## config.mk

```make
export PLATFORM = sky130hd
export DESIGN_NAME = pmc_top
export DESIGN_NICKNAME = d
export VERILOG_FILES = /design/src/rtl/pmc_pkg.sv /design/src/rtl/pmc_clkdiv.sv /design/src/rtl/pmc_sync.sv /design/src/rtl/pmc_top.sv
export VERILOG_INCLUDE_DIRS = /design/src /design/src/rtl
export SDC_FILE = /design/constraint.sdc
export NUM_CORES = 1
export LEC_CHECK = 0
export ABC_AREA = 1
export BUFFER_PORTS_ARGS = -buffer_cell sky130_fd_sc_hd__buf_2
export CAP_MARGIN = 40
export CELL_PAD_IN_SITES_DETAIL_PLACEMENT = 1
export CELL_PAD_IN_SITES_GLOBAL_PLACEMENT = 1
export CORE_ASPECT_RATIO = 1.1
export CORE_MARGIN = 4
export CORE_UTILIZATION = 40
export CTS_CLUSTER_SIZE = 8
export DETAILED_ROUTE_END_ITERATION = 10
export HOLD_SLACK_MARGIN = 0.05
export PLACE_DENSITY_LB_ADDON = 0.08
export SLEW_MARGIN = 20
export SYNTH_ARGS = -nofsm -noshare
export SYNTH_HDL_FRONTEND = slang
export SYNTH_SLANG_ARGS = --single-unit
```

## constraint.sdc

```tcl
create_clock -name i_clk -period 2.2 [get_ports i_clk]
set_input_delay 0.22 -clock i_clk [delete_from_list [all_inputs] [get_ports i_clk]]
set_output_delay 0.22 -clock i_clk [all_outputs]
set_load 0.01 [all_outputs]
```

## src/rtl/pmc_cfg.svh

```systemverilog
// offsets, field positions, reset values and timing counts of the power mode controller
`ifndef PMC_CFG_SVH
`define PMC_CFG_SVH

// register indices; byte address is four times the index
`define PMC_ADDR_W          18
`define PMC_IDX_DIV         16'hffa1
`define PMC_IDX_ROUTE       16'hff94
`define PMC_IDX_MISC0       16'hfff1
`define PMC_IDX_CARD        16'hfe00

// field positions
`define PMC_DIV_LSB         0
`define PMC_DIV_W           6
`define PMC_PDN_BIT         7
`define PMC_ROUTE_BIT       7
`define PMC_CARD_PDN_BIT    0
`define PMC_ST_ON_BIT       4
`define PMC_ST_OFFREQ_BIT   5
`define PMC_ST_BUS_BIT      6
`define PMC_ST_STBY_BIT     7

// reset values
`define PMC_DIV_RST         6'h0c

// timing
`define PMC_PD_DELAY_TICKS  32
`define PMC_WAKE_TICKS      512
`define PMC_CLK_PERIOD_NS   25
`define PMC_DEBOUNCE_MS     50
`define PMC_DEBOUNCE_CYC    ((`PMC_DEBOUNCE_MS * 1000000 + `PMC_CLK_PERIOD_NS - 1) / `PMC_CLK_PERIOD_NS)
`define PMC_DEB_W           24
`define PMC_TICK_W          10

// bus answers
`define PMC_RESP_OKAY       2'h0
`define PMC_RESP_SLVERR     2'h2

`endif

```

## src/rtl/pmc_pkg.sv

```systemverilog
// types shared by the power mode controller files
`include "pmc_cfg.svh"

package pmc_pkg;

  // on/off mode of the supply logic
  typedef enum logic [1:0] {
    OO_OFF = 2'b01,
    OO_ON  = 2'b10
  } pmc_onoff_t;

  // power-down sequencer
  typedef enum logic [3:0] {
    PD_RUN   = 4'b0001,
    PD_DELAY = 4'b0010,
    PD_DOWN  = 4'b0100,
    PD_WAKE  = 4'b1000
  } pmc_pd_t;

  // axi4-lite master to slave
  typedef struct packed {
    logic [`PMC_ADDR_W-1:0] awaddr;
    logic                   awvalid;
    logic [31:0]            wdata;
    logic [3:0]             wstrb;
    logic                   wvalid;
    logic                   bready;
    logic [`PMC_ADDR_W-1:0] araddr;
    logic                   arvalid;
    logic                   rready;
  } pmc_axi_req_t;

  // axi4-lite slave to master
  typedef struct packed {
    logic        awready;
    logic        wready;
    logic [1:0]  bresp;
    logic        bvalid;
    logic        arready;
    logic [31:0] rdata;
    logic [1:0]  rresp;
    logic        rvalid;
  } pmc_axi_rsp_t;

  // clock divider state
  typedef struct packed {
    logic [`PMC_DIV_W-1:0] cnt;
    logic                  clk;
    logic                  tick;
  } pmc_div_state_t;

  // top level state
  typedef struct packed {
    pmc_onoff_t             mode;
    pmc_pd_t                pd;
    logic [`PMC_DIV_W-1:0]  div;
    logic                   pdn;
    logic                   route;
    logic                   card_pdn;
    logic                   off_req;
    logic                   deb;
    logic [`PMC_DEB_W-1:0]  deb_cnt;
    logic [`PMC_TICK_W-1:0] tick_cnt;
    logic                   bus_sw;
    logic                   bat_sw;
    logic                   core_en;
    logic                   core_por;
    logic                   conv_en;
    logic                   analog_en;
    logic                   cpu_halt;
    logic                   card_deact;
    logic                   external_interrupt_zero;
    logic                   aw_hold;
    logic [15:0]            aw_idx;
    logic                   w_hold;
    logic [7:0]             wdata;
    logic                   wstrb0;
    logic                   awready;
    logic                   wready;
    logic                   bvalid;
    logic [1:0]             bresp;
    logic                   arready;
    logic                   rvalid;
    logic [7:0]             rdata;
    logic [1:0]             rresp;
  } pmc_state_t;

endpackage

```

## src/rtl/pmc_clkdiv.sv

```systemverilog
// processor clock divider: half period of div+1 master clocks
`timescale 1ns/100ps
`default_nettype none
`include "pmc_cfg.svh"

module pmc_clkdiv
  import pmc_pkg::*;
(
  // clock and reset
  input  wire logic                  i_clk,
  input  wire logic                  i_arst_n,
  // divider field
  input  wire logic [`PMC_DIV_W-1:0] i_div,
  // divided clock and its rising-edge pulse
  output logic                       o_proc_clk,
  output logic                       o_tick
);

  pmc_div_state_t q;
  pmc_div_state_t d;

  // count to div, then toggle; >= lets a smaller new value take effect at once
  always_comb begin
    d      = q;
    d.tick = 1'b0;
    if (q.cnt >= i_div) begin
      d.cnt  = '0;
      d.clk  = ~q.clk;
      d.tick = ~q.clk;
    end else begin
      d.cnt = q.cnt + `PMC_DIV_W'(1);
    end
  end

  // registers
  always_ff @(posedge i_clk or negedge i_arst_n) begin
    if (!i_arst_n) begin
      q <= '0;
    end else begin
      q <= d;
    end
  end

  assign o_proc_clk = q.clk;
  assign o_tick     = q.tick;

endmodule

`default_nettype wire

```

## src/rtl/pmc_sync.sv

```systemverilog
// three-flop pin synchroniser with a second/third agreement filter
`timescale 1ns/100ps
`default_nettype none

module pmc_sync #(
  parameter int         W   = 2,
  parameter logic [W-1:0] RST = '0
) (
  // clock and reset
  input  wire logic         i_clk,
  input  wire logic         i_arst_n,
  // asynchronous pins
  input  wire logic [W-1:0] i_pin,
  // filtered level
  output logic      [W-1:0] o_level
);

  // all state of the synchroniser
  typedef struct packed {
    logic [W-1:0] s1;   // first stage, read only by s2
    logic [W-1:0] s2;   // second stage
    logic [W-1:0] s3;   // third stage
    logic [W-1:0] lvl;  // accepted level
  } pmc_sync_state_t;

  pmc_sync_state_t q;
  pmc_sync_state_t d;

  // a change counts once the second and third stages agree
  always_comb begin
    d     = q;
    d.s1  = i_pin;
    d.s2  = q.s1;
    d.s3  = q.s2;
    for (int i = 0; i < W; i++) begin
      if (q.s2[i] == q.s3[i]) begin
        d.lvl[i] = q.s3[i];
      end
    end
  end

  // registers; reset level is a constant so the far side sees a defined value
  always_ff @(posedge i_clk or negedge i_arst_n) begin
    if (!i_arst_n) begin
      q.s1  <= RST;
      q.s2  <= RST;
      q.s3  <= RST;
      q.lvl <= RST;
    end else begin
      q <= d;
    end
  end

  assign o_level = q.lvl;

endmodule

`default_nettype wire

```

## src/rtl/pmc_top.sv

```systemverilog
// power mode sequencer with processor clock divider and axi4-lite registers
//
// Operation
// - processor clock is master over 2*(div+1)
// - divider field resets to twelve
// - bus supply preferred, switches never both on
// - switch in off powers core, holds reset
// - switch in on only requests shutdown
// - bus supply present forces on, switch ignored
// - no bus supply: start off, obey switch
// - off to on after debounced switch low
// - long press in on latches shutdown request
// - card power-down deactivates card, cuts supplies
// - card power-down anytime goes off without bus
// - grounded switch turns core on automatically
// - bus removed while on: battery, stay on
// - standby halts core, clocks and peripherals; here only o_cpu_halt, processor clock runs on
// - power-down with bus or on gives standby
// - power-down when off without bus stops converter
// - analog shut down 32 processor clocks later
// - three interrupt groups ored wake to external_interrupt_zero
// - external_interrupt_zero presented after 512 processor clocks
// - reading routing register clears routing bit
//
// Register access over AXI4-Lite was left to the implementer.
`timescale 1ns/100ps
`default_nettype none
`include "pmc_cfg.svh"

module pmc_top
  import pmc_pkg::*;
#(
  parameter int unsigned DEBOUNCE_CYC = `PMC_DEBOUNCE_CYC  // debounce length in clocks
) (
  // clock and reset
  input  wire logic         i_clk,
  input  wire logic         i_arst_n,
  // register bus
  input  wire pmc_axi_req_t i_axi,
  output pmc_axi_rsp_t      o_axi,
  // pins from the switch and supply detector
  input  wire logic         i_onoff_n,
  input  wire logic         i_bus_present,
  // wake interrupt groups, same clock
  input  wire logic         i_usr_int,
  input  wire logic         i_card_int,
  input  wire logic         i_keypad_int,
  // clocks and supplies
  output logic              o_proc_clk,
  output logic              o_bus_sw_en,
  output logic              o_bat_sw_en,
  output logic              o_core_supply_en,
  output logic              o_core_por,
  output logic              o_converter_en,
  output logic              o_analog_en,
  // processor side
  output logic              o_cpu_halt,
  output logic              o_card_deact,
  output logic              o_off_req,
  output logic              o_ext_external_interrupt_zero
);

  pmc_state_t q;          // registered state
  pmc_state_t n;          // next state
  logic [1:0] sync_lvl;   // filtered pins
  logic       sw_n;       // switch level, low when pressed
  logic       bus_s;      // bus supply present
  logic       tick;       // processor clock rising edge
  logic       wake_any;   // ored wake groups

  // true when a word index hits one of our registers
  function automatic logic is_mapped(input logic [15:0] idx);
    is_mapped = (idx == `PMC_IDX_DIV) || (idx == `PMC_IDX_ROUTE) ||
                (idx == `PMC_IDX_MISC0) || (idx == `PMC_IDX_CARD);
  endfunction

  // pins cross in through three flops
  pmc_sync #(
    .W   (2),
    .RST (2'b01)
  ) u_sync (
    .i_clk    (i_clk),
    .i_arst_n (i_arst_n),
    .i_pin    ({i_bus_present, i_onoff_n}),
    .o_level  (sync_lvl)
  );

  assign sw_n  = sync_lvl[0];
  assign bus_s = sync_lvl[1];

  // divider runs off the live field
  pmc_clkdiv u_div (
    .i_clk      (i_clk),
    .i_arst_n   (i_arst_n),
    .i_div      (q.div),
    .o_proc_clk (o_proc_clk),
    .o_tick     (tick)
  );

  assign wake_any = i_usr_int | i_card_int | i_keypad_int;

  // next-state logic
  always_comb begin
    n = q;

    // debounce: any disagreement must last the full count; a bounce restarts it
    if (sw_n != q.deb) begin
      if (q.deb_cnt >= `PMC_DEB_W'(DEBOUNCE_CYC - 1)) begin
        n.deb     = sw_n;
        n.deb_cnt = '0;
      end else begin
        n.deb_cnt = q.deb_cnt + `PMC_DEB_W'(1);
      end
    end else begin
      n.deb_cnt = '0;
    end

    // on/off mode
    unique case (q.mode)
      OO_OFF: begin
        // bus supply forces on; otherwise only the debounced switch counts
        if (bus_s || !n.deb) begin
          n.mode = OO_ON;
        end
      end
      OO_ON: begin
        if (!bus_s && q.card_pdn && q.card_deact) begin
          // card already deactivated: drop core and analog supplies
          n.mode     = OO_OFF;
          n.card_pdn = 1'b0;
          n.off_req  = 1'b0;
          n.pdn      = 1'b0;
          n.pd       = PD_RUN;
        end else if (!bus_s && q.deb && !n.deb) begin
          // press while on only raises the request; stays latched
          n.off_req = 1'b1;
        end
        // losing bus supply keeps us on, battery takes over below
      end
    endcase

    // break-before-make: a switch only closes once the other is open
    n.bus_sw = bus_s && !q.bat_sw;
    n.bat_sw = !bus_s && !q.bus_sw;

    // power-down sequencer, counted in processor clocks
    unique case (q.pd)
      PD_RUN: begin
        if (q.pdn && q.mode == OO_ON) begin
          n.pd       = PD_DELAY;
          n.tick_cnt = '0;
        end
      end
      PD_DELAY: begin
        // leaves the core time to stop itself before the analog goes
        if (tick) begin
          if (q.tick_cnt == `PMC_TICK_W'(`PMC_PD_DELAY_TICKS - 1)) begin
            n.pd       = PD_DOWN;
            n.tick_cnt = '0;
          end else begin
            n.tick_cnt = q.tick_cnt + `PMC_TICK_W'(1);
          end
        end
      end
      PD_DOWN: begin
        // without routing armed nothing wakes us
        if (q.route && wake_any) begin
          n.pd       = PD_WAKE;
          n.tick_cnt = '0;
        end
      end
      PD_WAKE: begin
        if (tick) begin
          if (q.tick_cnt == `PMC_TICK_W'(`PMC_WAKE_TICKS - 1)) begin
            n.pd  = PD_RUN;
            n.pdn = 1'b0;
          end else begin
            n.tick_cnt = q.tick_cnt + `PMC_TICK_W'(1);
          end
        end
      end
    endcase

    // axi write address and data, taken in either order
    if (i_axi.awvalid && q.awready) begin
      n.aw_hold = 1'b1;
      n.aw_idx  = i_axi.awaddr[`PMC_ADDR_W-1:2];
      n.awready = 1'b0;
    end
    if (i_axi.wvalid && q.wready) begin
      n.w_hold  = 1'b1;
      n.wdata   = i_axi.wdata[7:0];
      n.wstrb0  = i_axi.wstrb[0];
      n.wready  = 1'b0;
    end

    // axi read; a read of the routing register disarms it
    if (i_axi.arvalid && q.arready) begin
      n.arready = 1'b0;
      n.rvalid  = 1'b1;
      n.rresp   = is_mapped(i_axi.araddr[`PMC_ADDR_W-1:2]) ? `PMC_RESP_OKAY : `PMC_RESP_SLVERR;
      n.rdata   = 8'h00;
      unique case (i_axi.araddr[`PMC_ADDR_W-1:2])
        `PMC_IDX_DIV:   n.rdata[`PMC_DIV_LSB +: `PMC_DIV_W] = q.div;
        `PMC_IDX_MISC0: n.rdata[`PMC_PDN_BIT] = q.pdn;
        `PMC_IDX_ROUTE: begin
          n.rdata[`PMC_ROUTE_BIT] = q.route;
          n.route                 = 1'b0;
        end
        `PMC_IDX_CARD: begin
          n.rdata[`PMC_CARD_PDN_BIT]  = q.card_pdn;
          n.rdata[`PMC_ST_ON_BIT]     = (q.mode == OO_ON);
          n.rdata[`PMC_ST_OFFREQ_BIT] = q.off_req;
          n.rdata[`PMC_ST_BUS_BIT]    = bus_s;
          n.rdata[`PMC_ST_STBY_BIT]   = q.cpu_halt;
        end
        default: n.rdata = 8'h00;
      endcase
    end
    if (q.rvalid && i_axi.rready) begin
      n.rvalid  = 1'b0;
      n.arready = 1'b1;
    end

    // commit the write once both halves are in; software set beats hardware clear
    if (q.aw_hold && q.w_hold && !q.bvalid) begin
      n.aw_hold = 1'b0;
      n.w_hold  = 1'b0;
      n.bvalid  = 1'b1;
      n.bresp   = is_mapped(q.aw_idx) ? `PMC_RESP_OKAY : `PMC_RESP_SLVERR;
      if (q.wstrb0) begin
        unique case (q.aw_idx)
          `PMC_IDX_DIV:   n.div = q.wdata[`PMC_DIV_LSB +: `PMC_DIV_W];
          `PMC_IDX_MISC0: begin
            // a clear is only honoured while running; mid-sequence it is ignored
            if (q.wdata[`PMC_PDN_BIT] || q.pd == PD_RUN) begin
              n.pdn = q.wdata[`PMC_PDN_BIT];
            end
          end
          `PMC_IDX_ROUTE: n.route = q.wdata[`PMC_ROUTE_BIT];
          `PMC_IDX_CARD:  n.card_pdn = q.wdata[`PMC_CARD_PDN_BIT];
          default: begin
          end
        endcase
      end
    end
    if (q.bvalid && i_axi.bready) begin
      n.bvalid  = 1'b0;
      n.awready = 1'b1;
      n.wready  = 1'b1;
    end

    // supply and clock outputs from the next state
    n.core_en    = (n.mode == OO_ON);
    n.core_por   = (n.mode == OO_OFF) || (q.mode == OO_OFF);
    n.conv_en    = (n.mode == OO_ON);
    n.analog_en  = (n.mode == OO_ON) && (n.pd != PD_DOWN);
    n.cpu_halt   = (n.pd != PD_RUN);
    n.card_deact = (n.mode == OO_ON) && n.card_pdn;
    n.external_interrupt_zero       = (n.pd == PD_RUN) &&
                   (i_usr_int || (q.route && (i_card_int || i_keypad_int)));
  end

  // registers; every field resets to a constant
  always_ff @(posedge i_clk or negedge i_arst_n) begin
    if (!i_arst_n) begin
      q          <= '0;
      q.mode     <= OO_OFF;
      q.pd       <= PD_RUN;
      q.div      <= `PMC_DIV_RST;
      q.deb      <= 1'b1;
      q.core_por <= 1'b1;
      q.awready  <= 1'b1;
      q.wready   <= 1'b1;
      q.arready  <= 1'b1;
    end else begin
      q <= n;
    end
  end

  // outputs straight from flops
  assign o_bus_sw_en      = q.bus_sw;
  assign o_bat_sw_en      = q.bat_sw;
  assign o_core_supply_en = q.core_en;
  assign o_core_por       = q.core_por;
  assign o_converter_en   = q.conv_en;
  assign o_analog_en      = q.analog_en;
  assign o_cpu_halt       = q.cpu_halt;
  assign o_card_deact     = q.card_deact;
  assign o_off_req        = q.off_req;
  assign o_ext_external_interrupt_zero       = q.external_interrupt_zero;
  assign o_axi.awready    = q.awready;
  assign o_axi.wready     = q.wready;
  assign o_axi.bresp      = q.bresp;
  assign o_axi.bvalid     = q.bvalid;
  assign o_axi.arready    = q.arready;
  assign o_axi.rdata      = {24'h000000, q.rdata};
  assign o_axi.rresp      = q.rresp;
  assign o_axi.rvalid     = q.rvalid;

  // helper counters that only the checks below read
  logic [10:0] h_dly;   // ticks seen while waiting to shut analog down
  logic [10:0] h_wk;    // ticks seen during wake delay
  logic        h_prev;  // processor clock one cycle ago
  logic [6:0]  h_run;   // cycles the processor clock level has held
  logic [1:0]  h_ok;    // toggles since the divider last changed

  always_ff @(posedge i_clk or negedge i_arst_n) begin
    if (!i_arst_n) begin
      h_dly  <= '0;
      h_wk   <= '0;
      h_prev <= 1'b0;
      h_run  <= '0;
      h_ok   <= '0;
    end else begin
      h_dly  <= (q.pd == PD_RUN) ? 11'h000 :
                ((q.pd == PD_DELAY && tick) ? h_dly + 11'h001 : h_dly);
      h_wk   <= (q.pd != PD_WAKE) ? 11'h000 : (tick ? h_wk + 11'h001 : h_wk);
      h_prev <= o_proc_clk;
      h_run  <= (o_proc_clk != h_prev) ? 7'h01 : h_run + 7'h01;
      if (n.div != q.div) begin
        h_ok <= 2'h0;
      end else if (o_proc_clk != h_prev && h_ok != 2'h3) begin
        h_ok <= h_ok + 2'h1;
      end
    end
  end
endmodule

`default_nettype wire

```

==> results.md, run 1 <==
| Quantity | Reported | Unit |
| --- | --- | --- |
| Result of the run | complete, no violations | - |
| Count of H-tree levels built during CTS | 4 | - |
| Count of cells along the worst hold path | 3 | - |
| HP Start | i_axi[66] | - |
| Vias per Instance | 4.80 | - |
| Capturing point of the worst reg2reg path | q[55] | - |
| Peak clock frequency supported by timing | 522 | MHz |
| Netlist Area Pre-Place | 6000 | um2 |
| Last weighted congestion value of the routability-driven placer | 0.812 | - |
| HPWL reported at the end of detailed placement | 10.8 | mm |
| FF+latch count, synth | 116 | - |
| Layout Skew | 0.00779 | ns |
| Number of cells on the worst reg-to-reg path | 11 | - |
| Setup crit start | q[54] | - |
| Die outline area | 17000 | um2 |
| Starting Density | 41.2 | % |
| Setup repair after global routing missed its margin | no | - |
| Worst relative slew slack | 50.2 | % |
| Number of CTS-inserted buffers | 17 | - |
| Filler cell count in the final layout | 1782 | - |
| Final count of pins violating max slew | 0 | - |
| Library cell occupying the most area in the post-synthesis netlist | dfrtp_1 | - |
| Avg Cell Area, Syn | 8.30 | um2 |
| Num Clock Sinks | 116 | - |
| Sort of element at the start of the critical path | register | - |
| Power per cell area | 880 | nW/um2 |
| Die height | 136 | um |
| Signal arrival time at the worst endpoint | 2.25 | ns |
| Area fraction of the dominant cell type after synthesis | 42.9 | % |
| Required @ worst endpoint | 2.54 | ns |
| Total DRC errors in the routed layout | 0 | - |
| Worst Hold Slack | 0.0599 | ns |
| DR WL/cell | 14.3 | um |
| Number of buffers on the longest clock path | 2 | - |
| Number of synthesis warnings | 0 | - |
| Most heavily used metal layer in global routing | met2 | - |
| Final antenna diode count | 0 | - |
| Global routing met2 resource utilization | 30.9 | % |
| Die width | 125 | um |
| Clock transition at the register clock pins on the worst setup and hold paths after CTS | 0.05 | ns |
| Most frequent standard cell in the layout excluding fill and tap cells | nand2_1 | - |
| Pre-CTS setup slack | 0.131 | ns |
| Ratio of cells with drive above 1 in the final layout | 19.5 | % |
| GRT met3 Usage | 4.56 | % |
| Final critical path time including I/O delays and setup | 1.91 | ns |
| Cell row count | 46 | - |
| Clk_lat worst skew | 0.41 | ns |
| Port buffer count | 77 | - |
| Total iterations of the first detailed-routing run | 4 | - |
| Hold path endpoint | q[32] | - |
| Post-layout power | 0.00647 | W |
| Overall routing resource usage | 18.3 | % |
| Post-synthesis sequential area ratio | 48.6 | % |
| Core outline area | 14600 | um2 |
| Total overflow reported by the global router | 0 | - |
| Worst voltage drop across the vdd grid | 0.569 | mV |
| CTS root buffer | clkbuf_16 | - |
| Setup Crit Path Kind | register to register | - |
| Hold WC Path Type | input pin to register | - |
| Area Overhead vs Synth | 22.3 | % |
| Critical register-to-register path startpoint | q[54] | - |
| Total routed wirelength | 14.8 | mm |
| FF-to-FF setup slack | 0.29 | ns |
| Number of distinct standard cells referenced by the synthesized netlist | 48 | - |
| Commonest cells after routing, fill and taps aside | nand2_1 (165), dfrtp_1 (103), inv_1 (96) | - |
| Placed standard-cell area | 6430 | um2 |
| Top fanout value on the critical path | 12 | - |
| Number of nets with antenna violations after detailed routing | 0 | - |
| Number of I/O pins | 136 | - |
| Setup slack of the critical path after layout | 0.285 | ns |
| Kind of end point of the critical path | register | - |
| Vias | 4986 | - |
| Post-Synthesis Cells | 723 | - |
| Vias in the first global route | 5293 | - |
| CTS tree | yes | - |
| Actual slew at the worst max-slew pin | 0.746 | ns |
| Max capacitance violation total | 0 | - |
| Initial antenna violation count | 0 | - |
| Main area contributors after synthesis | dfrtp_1 (43%), nand2_1 (10%), inv_1 (6.0%), dfstp_2 (5.7%), buf_4 (5.3%) | - |
| Met1 layer usage reported by global route | 22.9 | % |
| Period Utilization, post-route | 87.0 | % |
| Number of hold violations in the final report | 0 | - |
| Finished Cell Area | 7340 | um2 |
| Final net count | 926 | - |
| Global-route wire length before repair | 25.3 | mm |
| Final Setup Violations | 0 | - |
| DRC marker count from the first detailed-route iteration | 153 | - |
| Total Negative Setup Slacks | 0 | ns |
| Static Leak | 3.55 | nW |
| Maximum number of pins on one net before global-route repair | 57 | - |
==> final cells by class <==
type / count / area, um2 / share of cell area [%]
clock buffer: 22 / 464 / 6.32
clock inverter: 10 / 130 / 1.77
inverter: 102 / 383 / 5.21
multi-input combinational: 482 / 2450 / 33.4
sequential: 116 / 2920 / 39.7
tap: 192 / 240 / 3.27
timing repair buffer: 114 / 756 / 10.3
==> repair_timing <==
item	in CTS	in global routing
hold buffers	31	0
endpoints found under the hold margin	56	0
setup endpoints to repair	0	7
setup buffers	0	1
gates resized for setup	0	1
==> cell usage after synthesis (all sizes together) <==
library cell	count
a211oi	1
a21oi	11
a31oi	1
and2	1
and3	2
buf	45
clkbuf	6
conb	1
dfrtp	103
dfstp	13
ha	9
inv	102
maj3	2
mux2	1
nand2	171
nand3	37
nand3b	1
nand4	19
nor2	82
nor3	25
nor3b	3
nor4	12
o2111ai	2
o211ai	1
o21a	3
o21ai	44
o22ai	2
o31ai	4
o32ai	1
or2	3
xnor2	4
xor2	11
==> metrics by stage <==
| stage | cells | utilization (%) |
|---|---|---|
| finish | 1038 | 50.4 |
| CTS | 1037 | 50.4 |
| global placement | 974 | 44.1 |
| floorplan | 751 | - |
| global route | 1038 | 50.4 |
| detailed placement | 974 | 44.1 |
==> critical path, cell delays in order (launching register included) <==
cell,delay (ns)
dfrtp_1,0.37
ha_1,0.19
nand2_1,0.13
nor2_4,0.20
nand3_2,0.12
nor3_1,0.15
inv_1,0.10
nand2_4,0.15
inv_2,0.13
nand2_4,0.09
o21ai_0,0.09
a21oi_1,0.13
==> report_power, final <==
| part | total (W) | internal [W] | switching, W | leakage (nW) |
|---|---|---|---|---|
| registers | 0.00267 | 0.00248 | 0.000192 | 1.46 |
| logic | 0.00100 | 0.000365 | 0.000639 | 1.79 |
| clock network | 0.00279 | 0.00183 | 0.000965 | 0.290 |
==> kinds of logic after synthesis <==
family                     Yosys count  synth area share (%)
muxes                                1                 0.188
xor gates and xnor gates            15                  2.19
and+or+nand+nor                    356                  27.7
adders and majority gates           11                  2.21
DFF                                116                  48.6
buffers and inverters              153                  12.4
AOI/OAI and AO/OA                   70                  6.65
other                                1                0.0625
==> metal layers <==
metal / vias up / wire [um]
met5: - / 0
met4: 0 / 260
met3: 19 / 685
met2: 94 / 7260
met1: 2407 / 6590
li1: 2466 / -
==> worst max path at each step <==
stage | end | cells past startpoint
global route | q[55] | 11
global placement | q[55] | 11
floorplan | u_div.o_proc_clk | 7
finish | q[55] | 11
detailed placement | q[55] | 11
CTS | q[55] | 11
==> registers in the layout, indices dropped and copies added, names as in the netlist, 2 cells and up <==
| signal | cells |
|---|---|
| o_axi | 15 |
| u_sync.d | 4 |
| q | 76 |
| u_sync.o_level | 2 |
| u_div.q | 6 |
| u_sync.q | 2 |
(Power assumes the default switching activity.)
==> inputs of run 2 (changes only) <==
PLACE_DENSITY_LB_ADDON = 0.25   (was 0.08)
==> run 2 against run 1 <==
Against the previous run: final cell count barely moved; critical endpoint unchanged; first-iteration DRC count rose by 23%; design area rose by 0.15%; worst hold slack improved by 0.032 ns; combinational power barely moved; clock skew rose by 0.0051 ns; sequential power barely moved; highest routed layer unchanged; via count rose by 1.0%; core utilization rose by 0.077 points; clock power rose by 3%.
==> results.md, run 2 (synthesis gave the netlist of run 1 again) <==
| Quantity | Reported | Unit | Change |
| --- | --- | --- | --- |
| Total routed wirelength | 15.6 | mm | was 14.8 mm |
| Number of buffers on the longest clock path | 2 | - | unchanged |
| Cell row count | 46 | - | unchanged |
| Signal arrival time at the worst endpoint | 2.28 | ns | was 2.25 ns |
| Most flop-heavy register | q | - | unchanged |
| Slowest stage cell, crit path | dfrtp_1 | - | unchanged |
| Kind of end point of the critical path | register | - | unchanged |
| Area of the multi-input gates | 2450 | um2 | unchanged |
| Setup repair after global routing missed its margin | no | - | unchanged |
| Num Clock Sinks | 116 | - | unchanged |
| Number of nets with antenna violations after detailed routing | 0 | - | unchanged |
| CTS tree | yes | - | unchanged |
| Placed standard-cell area | 6430 | um2 | unchanged |
| Number of I/O pins | 136 | - | unchanged |
| Worst relative slew slack | 51.4 | % | was 50.2% |
| HPWL reported at the end of detailed placement | 11.1 | mm | was 10.8 mm |
| Peak clock frequency supported by timing | 517 | MHz | was 522 MHz |
| Flip-flop count of the largest register, all copies and words added | 76 | - | unchanged |
| DRC marker count from the first detailed-route iteration | 188 | - | was 153 |
| Actual slew at the worst max-slew pin | 0.729 | ns | was 0.746 ns |
| Port buffer count | 77 | - | unchanged |
| Worst-path cell chain | ha_1, nand2_1, nor2_4, nand3_2, nor3_1, inv_1, nand2_4, inv_2, nand2_4, o21ai_0, a21oi_1 | - | unchanged |
| Total iterations of the first detailed-routing run | 4 | - | unchanged |
| Final critical path time including I/O delays and setup | 1.94 | ns | was 1.91 ns |
| Number of CTS-inserted buffers | 17 | - | unchanged |
| Clock transition at the register clock pins on the worst setup and hold paths after CTS | 0.05 | ns | about the same |
| Static Leak | 3.54 | nW | was 3.55 nW |
| Sort of element at the start of the critical path | register | - | unchanged |
| Overall routing resource usage | 19.3 | % | was 18.3% |
| Starting Density | 41.2 | % | unchanged |
| Final antenna diode count | 0 | - | unchanged |
| CTS root buffer | clkbuf_16 | - | unchanged |
| Setup Crit Path Kind | register to register | - | unchanged |
| Maximum number of pins on one net before global-route repair | 52 | - | was 57 |
| Vias per Instance | 4.86 | - | was 4.80 |
| Commonest cells after routing, fill and taps aside | nand2_1 (165), dfrtp_1 (103), inv_1 (96) | - | unchanged |
| Core outline area | 14600 | um2 | unchanged |
| Number of hold violations in the final report | 0 | - | unchanged |
| Worst voltage drop across the vdd grid | 0.545 | mV | was 0.569 mV |
| Die outline area | 17000 | um2 | unchanged |
| Layout Skew | 0.0129 | ns | was 0.00779 ns |
| Max incr delay on CP | 0.41 | ns | was 0.37 ns |
| Finished Cell Area | 7360 | um2 | was 7340 um2 |
| Cell type with the highest occurrence count on the critical path | nand2_4 | - | unchanged |
| Global-route wire length before repair | 26.5 | mm | was 25.3 mm |
| Power per cell area | 893 | nW/um2 | was 880 nW/um2 |
| Vias in the first global route | 5478 | - | was 5293 |
| Ratio of cells with drive above 1 in the final layout | 19.6 | % | was 19.5% |
| Count of H-tree levels built during CTS | 4 | - | unchanged |
| Max capacitance violation total | 0 | - | unchanged |
| Worst Hold Slack | 0.0924 | ns | was 0.0599 ns |
| Result of the run | complete, no violations | - | unchanged |
| Last weighted congestion value of the routability-driven placer | 0.830 | - | was 0.812 |
| Clk_lat worst skew | 0.43 | ns | was 0.41 ns |
| Final net count | 925 | - | was 926 |
| Most frequent standard cell in the layout excluding fill and tap cells | nand2_1 | - | unchanged |
| Final Setup Violations | 0 | - | unchanged |
| Die width | 125 | um | unchanged |
| DR WL/cell | 15.1 | um | was 14.3 um |
| Total DRC errors in the routed layout | 0 | - | unchanged |
| Die height | 136 | um | unchanged |
| Top fanout value on the critical path | 12 | - | unchanged |
| Initial antenna violation count | 0 | - | unchanged |
| Final count of pins violating max slew | 0 | - | unchanged |
| Hold WC Path Type | input pin to register | - | unchanged |
| Number of post-CTS setup repair buffers | 0 | - | unchanged |
| Area Overhead vs Synth | 22.5 | % | was 22.3% |
| Period Utilization, post-route | 88.0 | % | was 87.0% |
| Required @ worst endpoint | 2.55 | ns | was 2.54 ns |
| Total overflow reported by the global router | 0 | - | unchanged |
| Register area | 2920 | um2 | unchanged |
| Filler cell count in the final layout | 1756 | - | was 1782 |
| Vias | 5036 | - | was 4986 |
| Total Negative Setup Slacks | 0 | ns | unchanged |
==> run 2: cell count changes in the layout (fill, tap and decap cells not counted), sizes merged <==
cell	before	now
buf	83	82
clkinvlp	2	4
clkbuf	22	20
==> run 2: path summary, 6_finish.rpt <==
check | endpoint | slack (ns) | depth (start not counted) | startpoint
max reg2reg | q[55] | 0.26 | 11 | q[53]
min in group asynchronous | o_converter_en | 0.33 | 2 | i_arst_n
max | q[55] | 0.26 | 11 | q[53]
max in group asynchronous | o_axi[40] | 1.19 | 3 | i_arst_n
min reg2reg | u_sync.d[3] | 0.35 | 0 | u_sync.d[5]
min | o_axi[0] | 0.09 | 4 | i_axi[0]
==> run 2: metrics by stage <==
stage	util, %	total power, W	setup slack [ns]	std cells
after floorplan	-	0.00337	0.560	751
after global placement	44.1	0.00358	0.233	974
after detailed placement	44.1	0.00365	0.165	974
after CTS	50.5	0.00662	0.143	1037
after global routing	50.5	0.00693	0.0606	1037
final	50.5	0.00657	0.264	1037
==> run 2: critical path: cells and delay by family (launching register included) <==
| family | cells | cell delay (ns) |
|---|---|---|
| compound gates | 2 | 0.20 |
| flops | 1 | 0.41 |
| buf+inv | 2 | 0.21 |
| simple gates | 6 | 0.82 |
| fa+ha+maj | 1 | 0.19 |
==> run 2: what timing repair did <==
action / CTS / global route
setup endpoints to repair: 0 / 2
endpoints found under the hold margin: 57 / 0
gates resized for setup: 0 / 1
hold buffers: 31 / 0
==> run 2: cell type report <==
class                   instances  share of cell area, %
multi-input cells             482                   33.3
clock buffers                  20                   6.21
flip-flops and latches        116                   39.7
repair buffers                113                   10.2
clock inverters                12                   2.13
well taps                     192                   3.27
inverters                     102                   5.20
==> run 2: metal layers <==
metal	vias up	track usage (%)	share of wire (%)	wire length (um)
met3	26	4.17	3.1	479
met2	81	34.3	52	8150
met4	0	7.67	2.0	305
met1	2452	22.8	43	6690
li1	2477	-	-	-
met5	-	0	0	0
==> run 2: report_power, final <==
group          total (W)  switching, W  internal (W)
Clock            0.00287       0.00103       0.00184
Sequential       0.00268      0.000204       0.00248
Combinational    0.00102      0.000659      0.000357
==> inputs of run 3 (changes only) <==
CORE_MARGIN = 3   (was 4)
SYNTH_HIERARCHICAL = 1   (was default)
==> run 3 against run 2 <==
Against the previous run: first-iteration DRC count rose by 5.9%; critical endpoint is now q[57]; clock skew fell by 0.0045 ns; critical path type unchanged; count of clock-buffer cells in the layout fell by 1; non-clock buffer count is 2 higher; synthesized cell count grew 2.6%; design area shrank 0.37%.
==> results.md, run 3 <==
| Quantity | Reported | Unit | Change |
| --- | --- | --- | --- |
| Result of the run | complete, no violations | - | unchanged |
| Die height | 135 | um | was 136 um |
| Starting Density | 41.4 | % | was 41.2% |
| Slowest stage cell, crit path | dfrtp_1 | - | unchanged |
| Delay-heaviest family, CP | simple AND/OR/NAND/NOR gates | - | unchanged |
| Static Leak | 3.61 | nW | was 3.54 nW |
| Commonest cells after routing, fill and taps aside | nand2_1 (189), dfrtp_1 (103), inv_1 (95) | - | was nand2_1 (165), dfrtp_1 (103), inv_1 (96) |
| Total Negative Setup Slacks | 0 | ns | unchanged |
| Count of cells resized by post-cts repair | 0 | - | unchanged |
| Count of H-tree levels built during CTS | 4 | - | unchanged |
| Final net count | 944 | - | was 925 |
| Global-route wire length before repair | 26.5 | mm | about the same |
| Number of I/O pins | 136 | - | unchanged |
| FF+latch count, synth | 116 | - | unchanged |
| Core outline area | 14600 | um2 | unchanged |
| Vias | 5075 | - | was 5036 |
| Netlist Area Pre-Place | 6020 | um2 | was 6000 um2 |
| Number of cells on the worst reg-to-reg path | 11 | - | unchanged |
| Number of synthesis warnings | 6 | - | was 0 |
| Final Setup Violations | 0 | - | unchanged |
| Port buffer count | 77 | - | unchanged |
| Final count of pins violating max slew | 0 | - | unchanged |
| Vias in the first global route | 5482 | - | was 5478 |
| Final antenna diode count | 0 | - | unchanged |
| Maximum number of pins on one net before global-route repair | 52 | - | unchanged |
| Max capacitance violation total | 0 | - | unchanged |
| Kind of end point of the critical path | register | - | unchanged |
| Clock transition at the register clock pins on the worst setup and hold paths after CTS | 0.06 | ns | was 0.05 ns |
| Post-Synthesis Cells | 742 | - | was 723 |
| CTS root buffer | clkbuf_16 | - | unchanged |
| Ys flop type | dfrtp_1 | - | unchanged |
| Area Overhead vs Synth | 21.7 | % | was 22.5% |
| Cell type with the highest occurrence count on the critical path | nor2_4 | - | was nand2_4 |
| Area fraction of the dominant cell type after synthesis | 42.8 | % | was 42.9% |
| Setup crit start | q[53] | - | unchanged |
| HP Start | i_axi[0] | - | unchanged |
| Critical register-to-register path startpoint | q[53] | - | unchanged |
| Async SR Flop Fraction | 100 | % | unchanged |
| Library cell with the highest instance count after synthesis | nand2_1 | - | unchanged |
| Setup Crit Path Kind | register to register | - | unchanged |
| Filler cell count in the final layout | 1787 | - | was 1756 |
| Signal arrival time at the worst endpoint | 2.32 | ns | was 2.28 ns |
| Number of buffers on the longest clock path | 2 | - | unchanged |
| Most frequent standard cell in the layout excluding fill and tap cells | nand2_1 | - | unchanged |
| Last weighted congestion value of the routability-driven placer | 0.841 | - | was 0.830 |
| CTS tree | yes | - | unchanged |
| FF-to-FF setup slack | 0.16 | ns | was 0.26 ns |
| HPWL reported at the end of detailed placement | 11.2 | mm | was 11.1 mm |
| Setup repair after global routing missed its margin | no | - | unchanged |
| Number of nets with antenna violations after detailed routing | 0 | - | unchanged |
| DRC marker count from the first detailed-route iteration | 199 | - | was 188 |
| Count of cells along the worst hold path | 3 | - | was 4 |
| Vias per Instance | 4.81 | - | was 4.86 |
| Number of post-CTS setup repair buffers | 0 | - | unchanged |
| Main area contributors after synthesis | dfrtp_1 (43%), nand2_1 (12%), inv_1 (5.9%), dfstp_2 (5.7%), buf_4 (5.5%) | - | was dfrtp_1 (43%), nand2_1 (10%), inv_1 (6.0%), dfstp_2 (5.7%), buf_4 (5.3%) |
| Cell row count | 46 | - | unchanged |
| Number of gates on the worst path with buffers counted | 11 | - | unchanged |
| Library cell occupying the most area in the post-synthesis netlist | dfrtp_1 | - | unchanged |
| Post-synthesis sequential area ratio | 48.5 | % | was 48.6% |
| Flip-flop count of the largest register, all copies and words added | 76 | - | unchanged |
| Top fanout value on the critical path | 12 | - | unchanged |
| Die width | 123 | um | was 125 um |
| Worst voltage drop across the vdd grid | 0.564 | mV | was 0.545 mV |
| Period Utilization, post-route | 92.5 | % | was 88.0% |
| Clk_lat worst skew | 0.41 | ns | was 0.43 ns |
| Most flop-heavy register | q | - | unchanged |
| Ratio of cells with drive above 1 in the final layout | 19.0 | % | was 19.6% |
| Power per cell area | 836 | nW/um2 | was 893 nW/um2 |
| Hold WC Path Type | input pin to register | - | unchanged |
| Worst-path cell chain | ha_1, nand2_1, nor2_4, inv_2, nor2_4, nand2_2, a21oi_4, nor2_4, clkinv_2, a21oi_1, a21oi_1 | - | was ha_1, nand2_1, nor2_4, nand3_2, nor3_1, inv_1, nand2_4, inv_2, nand2_4, o21ai_0, a21oi_1 |
| Total overflow reported by the global router | 0 | - | unchanged |
| Most numerous cell types in the synthesized netlist | nand2_1 (189), dfrtp_1 (103), inv_1 (95), nor2_1 (68), buf_4 (44) | - | was nand2_1 (165), dfrtp_1 (103), inv_1 (96), nor2_1 (71), buf_4 (42) |
| Initial antenna violation count | 0 | - | unchanged |
| Avg Cell Area, Syn | 8.12 | um2 | was 8.30 um2 |
| Num Clock Sinks | 116 | - | unchanged |
| Final critical path time including I/O delays and setup | 2.04 | ns | was 1.94 ns |
| Peak clock frequency supported by timing | 491 | MHz | was 517 MHz |
| Number of hold violations in the final report | 0 | - | unchanged |
| Total DRC errors in the routed layout | 0 | - | unchanged |
| Number of enable-type register cells in the synthesized netlist | 0 | - | unchanged |
| DR WL/cell | 14.4 | um | was 15.1 um |
| Total routed wirelength | 15.2 | mm | was 15.6 mm |
| Required @ worst endpoint | 2.48 | ns | was 2.55 ns |
| Buf/Inv on CP | 2 | - | unchanged |
| Overall routing resource usage | 19.9 | % | was 19.3% |
| Number of CTS-inserted buffers | 17 | - | unchanged |
| Max incr delay on CP | 0.42 | ns | was 0.41 ns |
| Total iterations of the first detailed-routing run | 7 | - | was 4 |
| Post-layout power | 0.00613 | W | was 0.00657 W |
| Die outline area | 16600 | um2 | was 17000 um2 |
| Sort of element at the start of the critical path | register | - | unchanged |
| Number of distinct standard cells referenced by the synthesized netlist | 42 | - | was 48 |
| Layout Skew | 0.00847 | ns | was 0.0129 ns |
## run 3: cells by family after synthesis
group	count (synthesis)	share of synthesized area, %
other	1	0.0623
buffers and inverters	156	12.8
AOI/OAI and AO/OA	69	6.34
and+or+nand+nor	374	28.0
xor gates and xnor gates	17	2.47
DFF	116	48.5
adders and majority gates	9	1.87
## run 3: what timing repair did
item | CTS | global route
hold buffers | 31 | 0
setup endpoints to repair | 0 | 0
endpoints found under the hold margin | 133 | 0
## run 3: final cells by class
| class | count | area, um2 | area share, % |
|---|---|---|---|
| repair buffers | 115 | 763 | 10.4 |
| clock buffers | 19 | 453 | 6.18 |
| multi-input cells | 498 | 2440 | 33.3 |
| clock inverters | 13 | 125 | 1.71 |
| well taps | 192 | 240 | 3.28 |
| inverters | 103 | 388 | 5.29 |
| flip-flops and latches | 116 | 2920 | 39.8 |
## run 3: worst reg2reg max path, stage by stage, from the launching register on
cell	delay [ns]
dfrtp_1	0.42
ha_1	0.24
nand2_1	0.14
nor2_4	0.06
inv_2	0.08
nor2_4	0.05
nand2_2	0.08
a21oi_4	0.06
nor2_4	0.32
clkinv_2	0.23
a21oi_1	0.18
a21oi_1	0.07
## run 3: path summary, 6_finish.rpt
path / to
setup / recovery: q[57]
hold / removal: o_axi[35]
setup reg to reg: q[57]
hold reg to reg: u_sync/d[2]
max in group asynchronous: q[102]
min in group asynchronous: q[73]
## run 3: routing by layer
| metal | GRT usage, % | part of all wire [%] | vias to the layer above |
|---|---|---|---|
| met5 | 0 | 0 | - |
| met4 | 5.23 | 0.71 | 0 |
| met3 | 4.61 | 2.9 | 9 |
| met2 | 35.4 | 53 | 78 |
| met1 | 24.1 | 44 | 2480 |
| li1 | - | - | 2508 |
## run 3: per-stage QoR
stage	util, %	area, um2	cells	hold WS [ns]	setup WS (ns)
2_1_floorplan	-	6130	770	-0.0756	0.587
3_3_place_gp	44.2	6440	993	0.0770	0.280
3_5_place_dp	44.2	6440	993	0.0789	0.182
4_1_cts	50.3	7330	1056	0.0587	0.166
5_1_grt	50.3	7330	1056	0.0726	0.00375
6_report	50.3	7330	1056	0.0768	0.164
## run 3: where the power goes
part	leakage [nW]	total (W)	switching (W)	internal, W
registers	1.46	0.00267	0.000210	0.00246
logic	1.88	0.000825	0.000523	0.000302
clock network	0.268	0.00263	0.00101	0.00162
total	3.61	0.00613	0.00174	0.00439
